--- config.mk ---
export PLATFORM = sky130hd
export DESIGN_NAME = pss_status_summary
export DESIGN_NICKNAME = d
export VERILOG_FILES = /design/src/pss_pkg.sv /design/src/pss_status_summary.sv /design/src/pss_flag_latch.sv
export SDC_FILE = /design/constraint.sdc
export NUM_CORES = 1
export LEC_CHECK = 0
export ABC_AREA = 0
export BUFFER_PORTS_ARGS = -buffer_cell sky130_fd_sc_hd__buf_4
export CORE_AREA = 4 4 50 52
export CTS_CLUSTER_SIZE = 24
export DETAILED_ROUTE_END_ITERATION = 10
export DIE_AREA = 0 0 54 56
export PLACE_DENSITY = 0.74
export SYNTH_ARGS = -nofsm -noshare
export SYNTH_HDL_FRONTEND = slang
export SYNTH_HIERARCHICAL = 1
export SYNTH_SLANG_ARGS = --single-unit
--- constraint.sdc ---
create_clock -name sys_clk_in -period 0.8 [get_ports sys_clk_in]
set_input_delay 0.24 -clock sys_clk_in [delete_from_list [all_inputs] [get_ports sys_clk_in]]
set_output_delay 0.24 -clock sys_clk_in [all_outputs]
set_load 0.01 [all_outputs]
--- src/pss_pkg.sv ---
// Constants for the PHY status summary register, upper bits
package pss_pkg;

   // ----------------------------------------------------------------
   // Register addresses
   // ----------------------------------------------------------------
   localparam int          ADDR_W          = 5;
   localparam logic [4:0]  ADDR_SUMMARY    = 5'h10;
   localparam logic [4:0]  ADDR_RXERR_CNT  = 5'h15;
   localparam logic [4:0]  ADDR_FCAR_CNT   = 5'h14;
   localparam logic [4:0]  ADDR_AN_EXP     = 5'h06;
   localparam logic [4:0]  ADDR_INT_STAT   = 5'h12;
   localparam logic [4:0]  ADDR_TEN_STAT   = 5'h1a;

   // ----------------------------------------------------------------
   // Field positions in the summary register
   // ----------------------------------------------------------------
   localparam int          DATA_W          = 16;
   localparam int          BIT_RESERVED    = 15;
   localparam int          BIT_XOVER       = 14;
   localparam int          BIT_RXERR       = 13;
   localparam int          BIT_POLARITY    = 12;
   localparam int          BIT_FCAR        = 11;
   localparam int          BIT_SIG_DET     = 10;
   localparam int          BIT_DESC_LOCK   = 9;
   localparam int          BIT_PAGE_RX     = 8;
   localparam int          BIT_INT_PEND    = 7;

   // ----------------------------------------------------------------
   // Reset values
   // ----------------------------------------------------------------
   localparam logic [15:0] RDATA_RST       = 16'h0000;
   localparam logic        FLAG_RST        = 1'b0;
   localparam logic [1:0]  SYNC_RST        = 2'h0;

endpackage

--- src/pss_status_summary.sv ---
// PHY status summary register, bits 15 down to 7
`timescale 1ns/1ps
module pss_status_summary #(
   parameter int ADDR_W = pss_pkg::ADDR_W
) (
   input  wire logic              sys_clk_in,
   input  wire logic              rstn_in,
   input  wire logic              reg_rd_in,
   input  wire logic              reg_wr_in,
   input  wire logic [ADDR_W-1:0] reg_addr_in,
   input  wire logic [15:0]       reg_wdata_in,
   input  wire logic              auto_crossover_enable_in,
   input  wire logic              crossover_force_in,
   input  wire logic              crossover_alg_swapped_in,
   input  wire logic              rx_error_event_in,
   input  wire logic              false_carrier_event_in,
   input  wire logic              polarity_inverted_event_in,
   input  wire logic              signal_detect_raw_in,
   input  wire logic              descrambler_lock_in,
   input  wire logic              sd_qualify_enable_in,
   input  wire logic              page_received_event_in,
   input  wire logic              interrupt_event_in,
   output logic [15:0]            reg_rdata_out,
   output logic                   interrupt_pending_out
);
   // ----------------------------------------------------------------
   // Elaboration check
   // ----------------------------------------------------------------
   if (ADDR_W != pss_pkg::ADDR_W) begin : g_bad_addr_w
      $error("Register address width must be five bits");
   end

   logic [1:0]  rst_sync_r;
   logic        rst_n_r;
   logic [15:0] rdata_r;
   logic [15:0] rdata_nxt;
   logic [15:0] summary;
   logic        xover_live;
   logic        sig_det_live;
   logic        rd_summary;
   logic        rd_rxerr;
   logic        rd_fcar;
   logic        rd_ten;
   logic        rd_an_exp;
   logic        rd_int;
   logic        rxerr_flag;
   logic        fcar_flag;
   logic        pol_flag;
   logic        sig_det_flag;
   logic        lock_flag;
   logic        page_flag;
   logic        int_flag;

   // ----------------------------------------------------------------
   // Reset release
   // ----------------------------------------------------------------
   // Two stages so release never lands near a clock edge
   always_ff @(posedge sys_clk_in or negedge rstn_in) begin
      if (!rstn_in) begin
         rst_sync_r <= pss_pkg::SYNC_RST;
      end else begin
         rst_sync_r <= {rst_sync_r[0], 1'b1};
      end
   end
   assign rst_n_r = rst_sync_r[1];

   // ----------------------------------------------------------------
   // Address decode
   // ----------------------------------------------------------------
   // Strobe passed in so every assign sees it change
   function automatic logic hit(input logic              rd,
                                input logic [ADDR_W-1:0] addr,
                                input logic [4:0]        target);
      hit = rd && (addr == target);
   endfunction

   assign rd_summary = hit(reg_rd_in, reg_addr_in, pss_pkg::ADDR_SUMMARY);
   assign rd_rxerr   = hit(reg_rd_in, reg_addr_in, pss_pkg::ADDR_RXERR_CNT);
   assign rd_fcar    = hit(reg_rd_in, reg_addr_in, pss_pkg::ADDR_FCAR_CNT);
   assign rd_ten     = hit(reg_rd_in, reg_addr_in, pss_pkg::ADDR_TEN_STAT);
   assign rd_an_exp  = hit(reg_rd_in, reg_addr_in, pss_pkg::ADDR_AN_EXP);
   assign rd_int     = hit(reg_rd_in, reg_addr_in, pss_pkg::ADDR_INT_STAT);

   // ----------------------------------------------------------------
   // Live conditions
   // ----------------------------------------------------------------
   // control bits steer
   always_comb begin
      if (crossover_force_in) begin
         xover_live = 1'b1;
      end else if (auto_crossover_enable_in) begin
         xover_live = crossover_alg_swapped_in;
      end else begin
         xover_live = 1'b0;
      end
   end

   assign sig_det_live = signal_detect_raw_in &
                         (descrambler_lock_in | ~sd_qualify_enable_in);

   // ----------------------------------------------------------------
   // Latched flags
   // ----------------------------------------------------------------
   // receive error latch
   pss_flag_latch #(.LATCH_HIGH(1'b1)) u_rxerr (
      .clk_in   (sys_clk_in),
      .rst_n_in (rst_n_r),
      .cond_in  (rx_error_event_in),
      .clear_in (rd_rxerr),
      .flag_out (rxerr_flag)
   );
   pss_flag_latch #(.LATCH_HIGH(1'b1)) u_fcar (
      .clk_in   (sys_clk_in),
      .rst_n_in (rst_n_r),
      .cond_in  (false_carrier_event_in),
      .clear_in (rd_fcar),
      .flag_out (fcar_flag)
   );
   pss_flag_latch #(.LATCH_HIGH(1'b1)) u_pol (
      .clk_in   (sys_clk_in),
      .rst_n_in (rst_n_r),
      .cond_in  (polarity_inverted_event_in),
      .clear_in (rd_ten),
      .flag_out (pol_flag)
   );
   pss_flag_latch #(.LATCH_HIGH(1'b0)) u_sig_det (
      .clk_in   (sys_clk_in),
      .rst_n_in (rst_n_r),
      .cond_in  (sig_det_live),
      .clear_in (rd_summary),
      .flag_out (sig_det_flag)
   );
   pss_flag_latch #(.LATCH_HIGH(1'b0)) u_lock (
      .clk_in   (sys_clk_in),
      .rst_n_in (rst_n_r),
      .cond_in  (descrambler_lock_in),
      .clear_in (rd_summary),
      .flag_out (lock_flag)
   );
   pss_flag_latch #(.LATCH_HIGH(1'b1)) u_page (
      .clk_in   (sys_clk_in),
      .rst_n_in (rst_n_r),
      .cond_in  (page_received_event_in),
      .clear_in (rd_an_exp),
      .flag_out (page_flag)
   );
   pss_flag_latch #(.LATCH_HIGH(1'b1)) u_int (
      .clk_in   (sys_clk_in),
      .rst_n_in (rst_n_r),
      .cond_in  (interrupt_event_in),
      .clear_in (rd_int),
      .flag_out (int_flag)
   );

   // ----------------------------------------------------------------
   // Read data
   // ----------------------------------------------------------------
   // Lower bits belong to other logic and read zero here
   always_comb begin
      summary = pss_pkg::RDATA_RST;
      summary[pss_pkg::BIT_RESERVED]  = 1'b0;
      summary[pss_pkg::BIT_XOVER]     = xover_live;
      summary[pss_pkg::BIT_RXERR]     = rxerr_flag;
      summary[pss_pkg::BIT_POLARITY]  = pol_flag;
      summary[pss_pkg::BIT_FCAR]      = fcar_flag;
      summary[pss_pkg::BIT_SIG_DET]   = sig_det_flag;
      summary[pss_pkg::BIT_DESC_LOCK] = lock_flag;
      summary[pss_pkg::BIT_PAGE_RX]   = page_flag;
      summary[pss_pkg::BIT_INT_PEND]  = int_flag;
   end

   // Writes are ignored: the register is read only
   always_comb begin
      rdata_nxt = rdata_r;
      if (rd_summary) begin
         rdata_nxt = summary;
      end
   end

   always_ff @(posedge sys_clk_in or negedge rst_n_r) begin
      if (!rst_n_r) begin
         rdata_r <= pss_pkg::RDATA_RST;
      end else begin
         rdata_r <= rdata_nxt;
      end
   end

   assign reg_rdata_out         = rdata_r;
   assign interrupt_pending_out = int_flag;

   // ----------------------------------------------------------------
   // Assertions
   // ----------------------------------------------------------------
   AST_RESERVED_ZERO: assert property (
      @(posedge sys_clk_in) disable iff (!rst_n_r)
      !reg_rdata_out[pss_pkg::BIT_RESERVED])
      else $error("Reserved bit read as one");
   AST_XOVER_VALUE: assert property (
      @(posedge sys_clk_in) disable iff (!rst_n_r)
      rd_summary |=> reg_rdata_out[pss_pkg::BIT_XOVER] ==
         $past(crossover_force_in | (auto_crossover_enable_in &
         crossover_alg_swapped_in)))
      else $error("Crossover bit wrong");
   AST_XOVER_OFF: assert property (
      @(posedge sys_clk_in) disable iff (!rst_n_r)
      (rd_summary && !auto_crossover_enable_in && !crossover_force_in)
      |=> !reg_rdata_out[pss_pkg::BIT_XOVER])
      else $error("Crossover set while disabled");
   AST_XOVER_LIVE: assert property (
      @(posedge sys_clk_in) disable iff (!rst_n_r)
      (rd_summary && auto_crossover_enable_in && !crossover_force_in)
      |=> reg_rdata_out[pss_pkg::BIT_XOVER] ==
          $past(crossover_alg_swapped_in))
      else $error("Crossover not tracking");
   AST_RXERR_HOLD: assert property (
      @(posedge sys_clk_in) disable iff (!rst_n_r)
      rx_error_event_in ##1 (!rd_rxerr)[*3] |-> rxerr_flag)
      else $error("Receive error latch lost");
   AST_RXERR_CLEAR: assert property (
      @(posedge sys_clk_in) disable iff (!rst_n_r)
      (rd_rxerr && !rx_error_event_in) |=> !rxerr_flag)
      else $error("Receive error latch not cleared");
   AST_POL_KEEP: assert property (
      @(posedge sys_clk_in) disable iff (!rst_n_r)
      (pol_flag && !rd_ten) |=> pol_flag)
      else $error("Polarity cleared without its read");
   AST_POL_SET: assert property (
      @(posedge sys_clk_in) disable iff (!rst_n_r)
      polarity_inverted_event_in |=> pol_flag)
      else $error("Polarity event not latched");
   AST_FCAR_SET: assert property (
      @(posedge sys_clk_in) disable iff (!rst_n_r)
      false_carrier_event_in |=> fcar_flag)
      else $error("False carrier not latched");
   AST_SIGDET_LOW: assert property (
      @(posedge sys_clk_in) disable iff (!rst_n_r)
      (sd_qualify_enable_in && !descrambler_lock_in) |=> !sig_det_flag)
      else $error("Signal detect ignores lock");
   AST_LOCK_LATCH: assert property (
      @(posedge sys_clk_in) disable iff (!rst_n_r)
      (!descrambler_lock_in ##1 (descrambler_lock_in && !rd_summary)[*2])
      |-> !lock_flag)
      else $error("Lock loss not held");
   AST_LL_REARM: assert property (
      @(posedge sys_clk_in) disable iff (!rst_n_r)
      (rd_summary && descrambler_lock_in) |=> lock_flag)
      else $error("Lock bit not rearmed after read");
   AST_PAGE_KEEP: assert property (
      @(posedge sys_clk_in) disable iff (!rst_n_r)
      (page_flag && rd_summary) |=> page_flag)
      else $error("Summary read cleared page bit");
   AST_INT_READ: assert property (
      @(posedge sys_clk_in) disable iff (!rst_n_r)
      rd_summary |=> reg_rdata_out[pss_pkg::BIT_INT_PEND] == $past(int_flag))
      else $error("Interrupt bit misreported");
   AST_INT_CLEAR: assert property (
      @(posedge sys_clk_in) disable iff (!rst_n_r)
      (rd_int && !interrupt_event_in) |=> !interrupt_pending_out)
      else $error("Interrupt not cleared by status read");
   COV_RXERR_CYCLE: cover property (
      @(posedge sys_clk_in) disable iff (!rst_n_r)
      rxerr_flag ##1 rd_rxerr ##1 !rxerr_flag);
   COV_LOCK_LOSS_READ: cover property (
      @(posedge sys_clk_in) disable iff (!rst_n_r)
      !lock_flag && rd_summary ##1 lock_flag);
   COV_INT_SERVICE: cover property (
      @(posedge sys_clk_in) disable iff (!rst_n_r)
      interrupt_pending_out ##[1:4] rd_int ##1 !interrupt_pending_out);
   COV_XOVER_SWAP: cover property (
      @(posedge sys_clk_in) disable iff (!rst_n_r)
      rd_summary && reg_wr_in == 1'b0 && xover_live);
endmodule // pss_status_summary

--- src/pss_flag_latch.sv ---
// Single status flag, latching high or low; a read clears a high latch and rearms a low one
`timescale 1ns/1ps
module pss_flag_latch #(
   parameter bit LATCH_HIGH = 1'b1
) (
   input  wire logic clk_in,
   input  wire logic rst_n_in,
   input  wire logic cond_in,
   input  wire logic clear_in,
   output logic      flag_out
);
   logic flag_r;
   logic flag_nxt;

   // ----------------------------------------------------------------
   // Next value
   // ----------------------------------------------------------------
   // Condition wins over a clear in the same cycle
   always_comb begin
      if (LATCH_HIGH) begin
         flag_nxt = cond_in | (flag_r & ~clear_in);
      end else begin
         flag_nxt = cond_in & (flag_r | clear_in);
      end
   end

   always_ff @(posedge clk_in or negedge rst_n_in) begin
      if (!rst_n_in) begin
         flag_r <= pss_pkg::FLAG_RST;
      end else begin
         flag_r <= flag_nxt;
      end
   end

   assign flag_out = flag_r;
endmodule // pss_flag_latch

==> reports/metrics.csv, run 1 <==
metric,value,unit
grt_pass1_vias,690,
syn_area_per_cell,12.3,µm²
syn_area,787,µm²
p_sw_frac,0.246,
drt-pass1-iter-count,2,
h-tree-depth,1,
reg2reg_depth,2,
irDropWorstVdd,0.000704,V
clock-skew-final,1.22,ps
layout.nets,154,
hold_depth,2,
reg2reg_from,reg_rdata_out[9],
hp-class,input pin to flop,
cts_sinks,17,
synth_edf_count,0,
worst_slack,-364,ps
die_h,56,µm
die_area,3020,µm²
cts_tree,built,
gp_congestion,0.748,
pwr-share-clk,0.215,
routed_wl,1890,µm
yosysTopAreaCell,dfrtp_1,
cp_max_fo,5,
numCtsBuffers,3,
combPwrFrac,0.300,
grt_max_degree,16,
regArea,425,µm²
post-synth-top-count-cell,dfrtp_1,
clock.fmax,0.859,GHz
nFillCells,170,
routed_via_density,4.48,
intPower,1.54,mW
p_sw,502,µW
fin_area,1330,µm²
clock_path_buffers,2,
antenna_found_initial,0,
period_minus_slack,1160,ps
violations,setup timing,
antenna_cells,0,
ys_warn_count,6,
setup_viol,22,
drt-initial-drc-count,6,
ys_seq_area_frac,0.541,
io-pin-count,53,
multiInputGateArea,350,µm²
power.leakage,0.656,nW
grt_pass1_wl,2950,µm
rsz0062_at_grt,yes,
worstSetupStartpointType,input pin,
p_per_area,1530,nW/µm²
dp_hpwl,1200,µm
syn_to_final_growth,69.0,%
fin_tns_setup,-5770,ps
cp_data_arrival_time,1340,ps
cts.clk_slew.worst_paths,90,ps
clk_latency,280,ps
start_util,0.374,
fp-row-count,17,
ys.flop_type,dfrtp_1,
worstSetupPathType,input pin to flop,
holdPathEnd,u_int/flag_out,
hold_viol,0,
ys_types,19,
crit-reg2reg-capture,reg_rdata_out[9],
synth-async-reset-ratio,1.00,
core_area,2110,µm²
placed_cell_area,1070,µm²
ys_ff_latch,17,
end_kind,flop,
die_w,54,µm
final_max_slew_viol_count,0,
grt_overflow,0,
synth_common_cells,"dfrtp_1 (17), buf_4 (8), inv_1 (8)",
grt_usage,0.136,
route.detailed.drc,0,
required,970,ps
layout-drive-gt1-share,0.581,
port_buffers,27,
dp_slack,-702,ps
min-delay-start,interrupt_event_in,
cp-startpoint,reg_addr_in[0],
root_buffer,clkbuf_4,
status,"complete, but fails checks",
yosysTopAreaCellShare,0.541,
vias,649,
drtAntennaViolNets,0,
fin_crit_sh,1.46,
synth.area.top_cells,"dfrtp_1 (54%), mux2_4 (13%), buf_4 (7.6%)",
wl_per_cell,13.0,µm
seq_power_share,0.485,
netlist_instances,64,
reg2reg_slack,-100,ps
maxCapViolCount,0,
## layout by cell type (no fill, tap or decap)
cell type	count
and4b_1	1
mux2i_1	1
clkbuf_4	3
buf_8	2
buf_6	18
clkbuf_1	1
mux2_4	7
inv_1	7
dfrtp_1	17
o21a_1	2
and3_1	1
or4b_4	2
dlygate4sd3_1	1
nand4b_1	2
conb_1	9
nand2_8	1
nor2_4	2
a21o_1	5
a21boi_0	1
nor3b_2	1
inv_4	1
buf_4	29
a21oi_1	1
nor3_2	2
## routing by layer
metal | vias to the layer above | global-route usage | wire length [µm]
met2 | 26 | 0.242 | 1020
met4 | 0 | 0.0747 | 21
met3 | 2 | 0.0241 | 137
met1 | 316 | 0.144 | 706
met5 | - | 0 | 0
li1 | 305 | - | -
## stage by stage
| step | util | power [mW] | instances | hold WS (ps) |
|---|---|---|---|---|
| 4_1_cts | 0.619 | 2.02 | 143 | 123 |
| 2_1_floorplan | - | 1.20 | 71 | -55.6 |
| 3_5_place_dp | 0.508 | 1.42 | 125 | 27.0 |
| 3_3_place_gp | 0.508 | 1.41 | 125 | 22.4 |
| 6_report | 0.632 | 2.04 | 145 | 132 |
| 5_1_grt | 0.632 | 2.16 | 145 | 120 |
## repair_timing
item                                    in CTS  in global routing
gates resized for setup                     26                  4
cloned                                       1                  0
endpoints found under the hold margin        2                  0
pin swaps                                    6                  9
endpoints found under the setup margin      24                 24
hold buffers                                 1                  0
buffers inserted                            12                  4
## state kept, by name (all words and copies together), names as in the netlist
name / count
reg_rdata_out: 8
rst_sync_r: 2
u_fcar/flag_out: 1
u_int/flag_out: 1
u_lock/flag_out: 1
u_page/flag_out: 1
u_pol/flag_out: 1
u_rxerr/flag_out: 1
u_sig_det/flag_out: 1
## worst max-delay path, stage by stage
cell	delay, ps
buf_8	100
nor2_4	120
or4b_4	550
mux2_4	330
## power groups by stage
stage,Sequential [mW],Combinational (mW),Clock [mW]
6_report,0.990,0.613,0.439
5_1_grt,0.998,0.653,0.506
4_1_cts,0.990,0.580,0.455
3_5_place_dp,0.999,0.421,0
3_3_place_gp,0.994,0.412,0
2_1_floorplan,1.03,0.166,0
## logic make-up (layout without fill, tap and decap cells)
group	Yosys count	in the layout	synth area share
compound gates	9	9	0.0827
flops	17	17	0.541
buf+inv	17	62	0.129
mux	8	8	0.146
simple gates	11	12	0.0922
other cells	2	9	0.00954
## worst max-delay path by stage
stage	end	slack (ps)	cells after the start
3_3_place_gp	reg_rdata_out[10]	-680	4
3_5_place_dp	reg_rdata_out[9]	-700	4
4_1_cts	reg_rdata_out[9]	-350	4
5_1_grt	reg_rdata_out[10]	-360	4
2_1_floorplan	reg_rdata_out[10]	-530	4
6_report	reg_rdata_out[13]	-360	4
## cell type report
| class | count | area share |
|---|---|---|
| repair buffers | 50 | 0.346 |
| inverters | 8 | 0.0245 |
| well taps | 28 | 0.0263 |
| clock buffers | 4 | 0.0198 |
| flip-flops and latches | 17 | 0.320 |
| multi-input cells | 38 | 0.263 |
No activity file was read; power rests on OpenSTA's default activity.
==> run 2: changes to the inputs <==
CORE_AREA = 4 4 52 54   (was 4 4 50 52)
DIE_AREA = 0 0 56 58   (was 0 0 54 56)
PLACE_DENSITY = 0.72   (was 0.74)
clock period = 1 ns   (was 0.8 ns; I/O delays follow)
==> run 2 against run 1 <==
The flow still finishes with violations (setup timing). Global-route usage fell by 2.5 points. Flip-flop and latch count unchanged. Hold slack improved by 44 ps. Clock power fell by 18%. Count of clock-buffer cells in the layout fell by 1. Worst setup slack gained 170 ps. Power decreased by 23%. Design area decreased by 7.9%.
==> reports/metrics.csv, run 2 (synthesis results as in run 1) <==
metric,value,unit
fin_tns_setup,-2410,ps
grt_pass1_vias,634,
end_kind,flop,
dp_slack,-552,ps
vias,616,
final_max_slew_viol_count,0,
drt-pass1-iter-count,2,
clock-skew-final,2.89,ps
cp_data_arrival_time,1370,ps
die_area,3250,µm²
die_h,58,µm
clock.fmax,0.835,GHz
required,1170,ps
routed_wl,1730,µm
io-pin-count,53,
fp-row-count,17,
grt_pass1_wl,2770,µm
grt_usage,0.112,
clock_path_buffers,2,
grt_overflow,0,
placed_cell_area,1050,µm²
period_minus_slack,1200,ps
fin_crit_sh,1.20,
fin_area,1220,µm²
grt_max_degree,16,
nFillCells,194,
p_per_area,1280,nW/µm²
violations,setup timing,
worst_slack,-198,ps
start_util,0.356,
rsz0062_at_grt,yes,
hp-class,flop to asynchronous set/reset pin,
dp_hpwl,1200,µm
wl_per_cell,12.4,µm
root_buffer,clkbuf_4,
gp_congestion,0.752,
maxCapViolCount,0,
setup_viol,19,
power.leakage,0.619,nW
route.detailed.drc,0,
layout-drive-gt1-share,0.545,
cts_tree,built,
routed_via_density,4.40,
numCtsBuffers,3,
status,"complete, but fails checks",
irDropWorstVdd,0.000904,V
worstSetupPathType,input pin to flop,
core_area,2210,µm²
mostFrequentLayoutCell,buf_4,
largest_reg_flops,8,
hold_slack,175,ps
die_w,56,µm
final_cell_mix,"buf_4 (32), dfrtp_1 (17), buf_6 (12)",
hold_viol,0,
antenna_found_initial,0,
antenna_cells,0,
cts.clk_slew.worst_paths,100,ps
h-tree-depth,1,
worstSetupStartpointType,input pin,
cts_sinks,17,
syn_to_final_growth,55.6,%
clk_latency,280,ps
drt-initial-drc-count,7,
cp_max_fo,5,
layout.nets,149,
drtAntennaViolNets,0,
port_buffers,27,
run 2: final cells by class:
type	instances	area, µm²	area share
Sequential cell	17	425	0.347
Timing Repair Buffer	45	385	0.315
Multi-Input combinational cell	38	322	0.263
Tap cell	28	35.0	0.0286
Inverter	8	30.0	0.0245
Clock buffer	3	22.5	0.0184
Clock inverter	1	5.00	0.00409
run 2: report_power, final:
part	switching (mW)	internal [mW]	leakage [nW]	total [mW]
combinational	0.140	0.275	0.411	0.415
clock	0.211	0.148	0.0177	0.360
sequential	0.0411	0.748	0.191	0.789
total	0.392	1.17	0.619	1.56
run 2: per-layer routing:
layer / share of wire / global-route usage / vias up
li1: - / - / 292
met1: 0.34 / 0.111 / 291
met2: 0.53 / 0.192 / 25
met3: 0.074 / 0.0356 / 8
met4: 0.047 / 0.0881 / 0
met5: 0 / 0 / -
run 2: worst paths after layout:
kind	from	cells after the start	slack, ps	end
worst max-delay path	reg_addr_in[0]	4	-200	reg_rdata_out[9]
worst min-delay path	rst_sync_r[1]	1	180	reg_rdata_out[11]
worst max register to register	u_int/flag_out	3	-20	reg_rdata_out[7]
worst min register to register	rst_sync_r[1]	1	180	reg_rdata_out[11]
max in group asynchronous	rstn_in	2	600	rst_sync_r[0]
min in group sys_clk_in	polarity_inverted_event_in	2	190	u_pol/flag_out
run 2: worst max-delay path, cell delays in order:
cell and delay, ps:
buf_6 100, nor2_4 120, or4b_4 540, mux2_4 320
run 2: stage by stage:
step            util  total power, mW  std cells
2_1_floorplan      -            0.954         71
3_3_place_gp   0.475             1.11        125
3_5_place_dp   0.475             1.12        125
4_1_cts        0.536             1.57        136
5_1_grt        0.554             1.65        140
6_report       0.554             1.56        140
run 2: what timing repair did:
action / 4_1_cts / 5_1_grt
setup endpoints to repair: 19 / 21
pin swaps: 1 / 3
hold endpoints to repair: 2 / 0
gates cloned: 1 / 0
resized for setup: 14 / 2
buffers inserted: 5 / 4
hold buffers: 1 / 0
==> run 3: changes to the inputs <==
CELL_PAD_IN_SITES_DETAIL_PLACEMENT = 1   (was not set)
CELL_PAD_IN_SITES_GLOBAL_PLACEMENT = 1   (was not set)
CORE_AREA = 4 4 61 63   (was 4 4 52 54)
DIE_AREA = 0 0 65 67   (was 0 0 56 58)
PLACE_DENSITY = not set   (was 0.72)
PLACE_DENSITY_LB_ADDON = 0.1   (was not set)
==> run 3 against run 2 <==
Sequential share of layout area decreased by 0.80 points. Clock power about the same. Core utilization is 17 points lower. Hold slack lost 8.0 ps. Fmax increased by 0.39%. Sequential power rose by 0.5%. Critical path depth did not move. The flow still finishes with violations (setup timing). Global-route usage fell by 2.1 points. Flip-flop and latch count did not move.
==> reports/metrics.csv, run 3 (synthesis results as in run 1) <==
metric,value,unit
die_area,4360,µm²
layout.nets,149,
hp-class,flop to asynchronous set/reset pin,
hold_slack,167,ps
clk_latency,290,ps
die_w,65,µm
antenna_cells,0,
combPwrFrac,0.266,
core_area,3230,µm²
port_buffers,27,
drtAntennaViolNets,0,
clock.fmax,0.838,GHz
cts_tree,built,
mostFrequentLayoutCell,buf_4,
drt-pass1-iter-count,2,
gp_congestion,0.600,
rsz0062_at_grt,yes,
setup_viol,17,
reg2reg_from,reg_rdata_out[10],
pwr-share-clk,0.230,
p_sw,397,µW
start_util,0.244,
fin_crit_sh,1.19,
wl_per_cell,11.4,µm
nFillCells,384,
reg2reg_slack,-30,ps
antenna_found_initial,0,
numCtsBuffers,3,
end_kind,flop,
h-tree-depth,1,
fp-row-count,21,
drt-initial-drc-count,6,
violations,setup timing,
syn_to_final_growth,59.3,%
grt_usage,0.0905,
reg2reg_depth,3,
grt_pass1_wl,2980,µm
grt_max_degree,16,
intPower,1.18,mW
cp_max_fo,5,
grt_pass1_vias,635,
io-pin-count,53,
clock_path_buffers,2,
irDropWorstVdd,0.000531,V
p_sw_frac,0.252,
die_h,67,µm
worstSetupStartpointType,input pin,
period_minus_slack,1190,ps
fin_util,0.388,
layout-drive-gt1-share,0.536,
route.detailed.drc,0,
maxCapViolCount,0,
dp_hpwl,1330,µm
final_cell_mix,"buf_4 (30), dfrtp_1 (17), buf_6 (13)",
routed_wl,1810,µm
vias,617,
crit-reg2reg-capture,reg_rdata_out[10],
power.leakage,0.621,nW
p_per_area,1260,nW/µm²
routed_via_density,3.91,
cts.clk_slew.worst_paths,100,ps
cts_sinks,17,
grt_overflow,0,
final_max_slew_viol_count,0,
hold_viol,0,
worst_slack,-193,ps
clock-skew-final,10.9,ps
required,1180,ps
largest_reg_flops,8,
seq_power_share,0.504,
cp_data_arrival_time,1370,ps
root_buffer,clkbuf_4,
worstSetupPathType,input pin to flop,
status,"complete, but fails checks",
-- run 3: cell counts in the layout (fill, tap and decap cells not counted) --
No cell type changed its count.
-- run 3: critical path, cell delays in order --
cell    delay, ps
buf_8         100
nor2_4        100
or4b_4        540
mux2_4        320
-- run 3: worst max path at each step --
| stage | start | to | slack (ps) | cells after the start |
|---|---|---|---|---|
| 2_1_floorplan | reg_addr_in[3] | reg_rdata_out[10] | -390 | 4 |
| 3_3_place_gp | reg_addr_in[3] | reg_rdata_out[13] | -540 | 4 |
| 3_5_place_dp | reg_addr_in[3] | reg_rdata_out[10] | -570 | 4 |
| 4_1_cts | reg_addr_in[0] | reg_rdata_out[13] | -180 | 4 |
| 5_1_grt | reg_addr_in[3] | reg_rdata_out[13] | -190 | 4 |
| 6_report | reg_addr_in[3] | reg_rdata_out[13] | -190 | 4 |
-- run 3: layout make-up --
type / instances / area [µm²] / area share
flip-flops and latches: 17 / 425 / 0.339
multi-input cells: 38 / 317 / 0.252
clock inverters: 1 / 5.00 / 0.00399
repair buffers: 45 / 397 / 0.316
clock buffers: 3 / 22.5 / 0.0180
inverters: 8 / 30.0 / 0.0240
well taps: 46 / 57.6 / 0.0459
-- run 3: power by group through the flow --
| stage | clock (mW) | sequential, mW | combinational (mW) |
|---|---|---|---|
| 3_5_place_dp | 0 | 0.800 | 0.329 |
| 2_1_floorplan | 0 | 0.825 | 0.129 |
| 4_1_cts | 0.383 | 0.794 | 0.416 |
| 6_report | 0.362 | 0.793 | 0.420 |
| 5_1_grt | 0.421 | 0.804 | 0.455 |
| 3_3_place_gp | 0 | 0.799 | 0.322 |
-- run 3: stage by stage --
| step | cell area [µm²] | TNS, ps | setup slack (ps) | cells | power, mW |
|---|---|---|---|---|---|
| 3_3_place_gp | 1070 | -6210 | -544 | 143 | 1.12 |
| 3_5_place_dp | 1070 | -6360 | -568 | 143 | 1.13 |
| 5_1_grt | 1250 | -2880 | -191 | 158 | 1.68 |
| 6_report | 1250 | -2420 | -193 | 158 | 1.57 |
| 4_1_cts | 1220 | -2480 | -182 | 155 | 1.59 |
| 2_1_floorplan | 825 | -3410 | -394 | 71 | 0.954 |
-- run 3: timing repair --
action | CTS | global route
hold buffers | 1 | 0
gates cloned | 1 | 0
endpoints found under the setup margin | 20 | 19
buffers inserted | 6 | 3
resized for setup | 15 | 3
hold endpoints to repair | 2 | 0
pin swaps | 2 | 3
-- run 3: layer usage --
metal  vias up  track usage  routed length [µm]
li1        297            -                   -
met1       301        0.106                 714
met2        19        0.155                 986
met3         0       0.0337                 107
met4         0       0.0237                   0
met5         -            0                   0
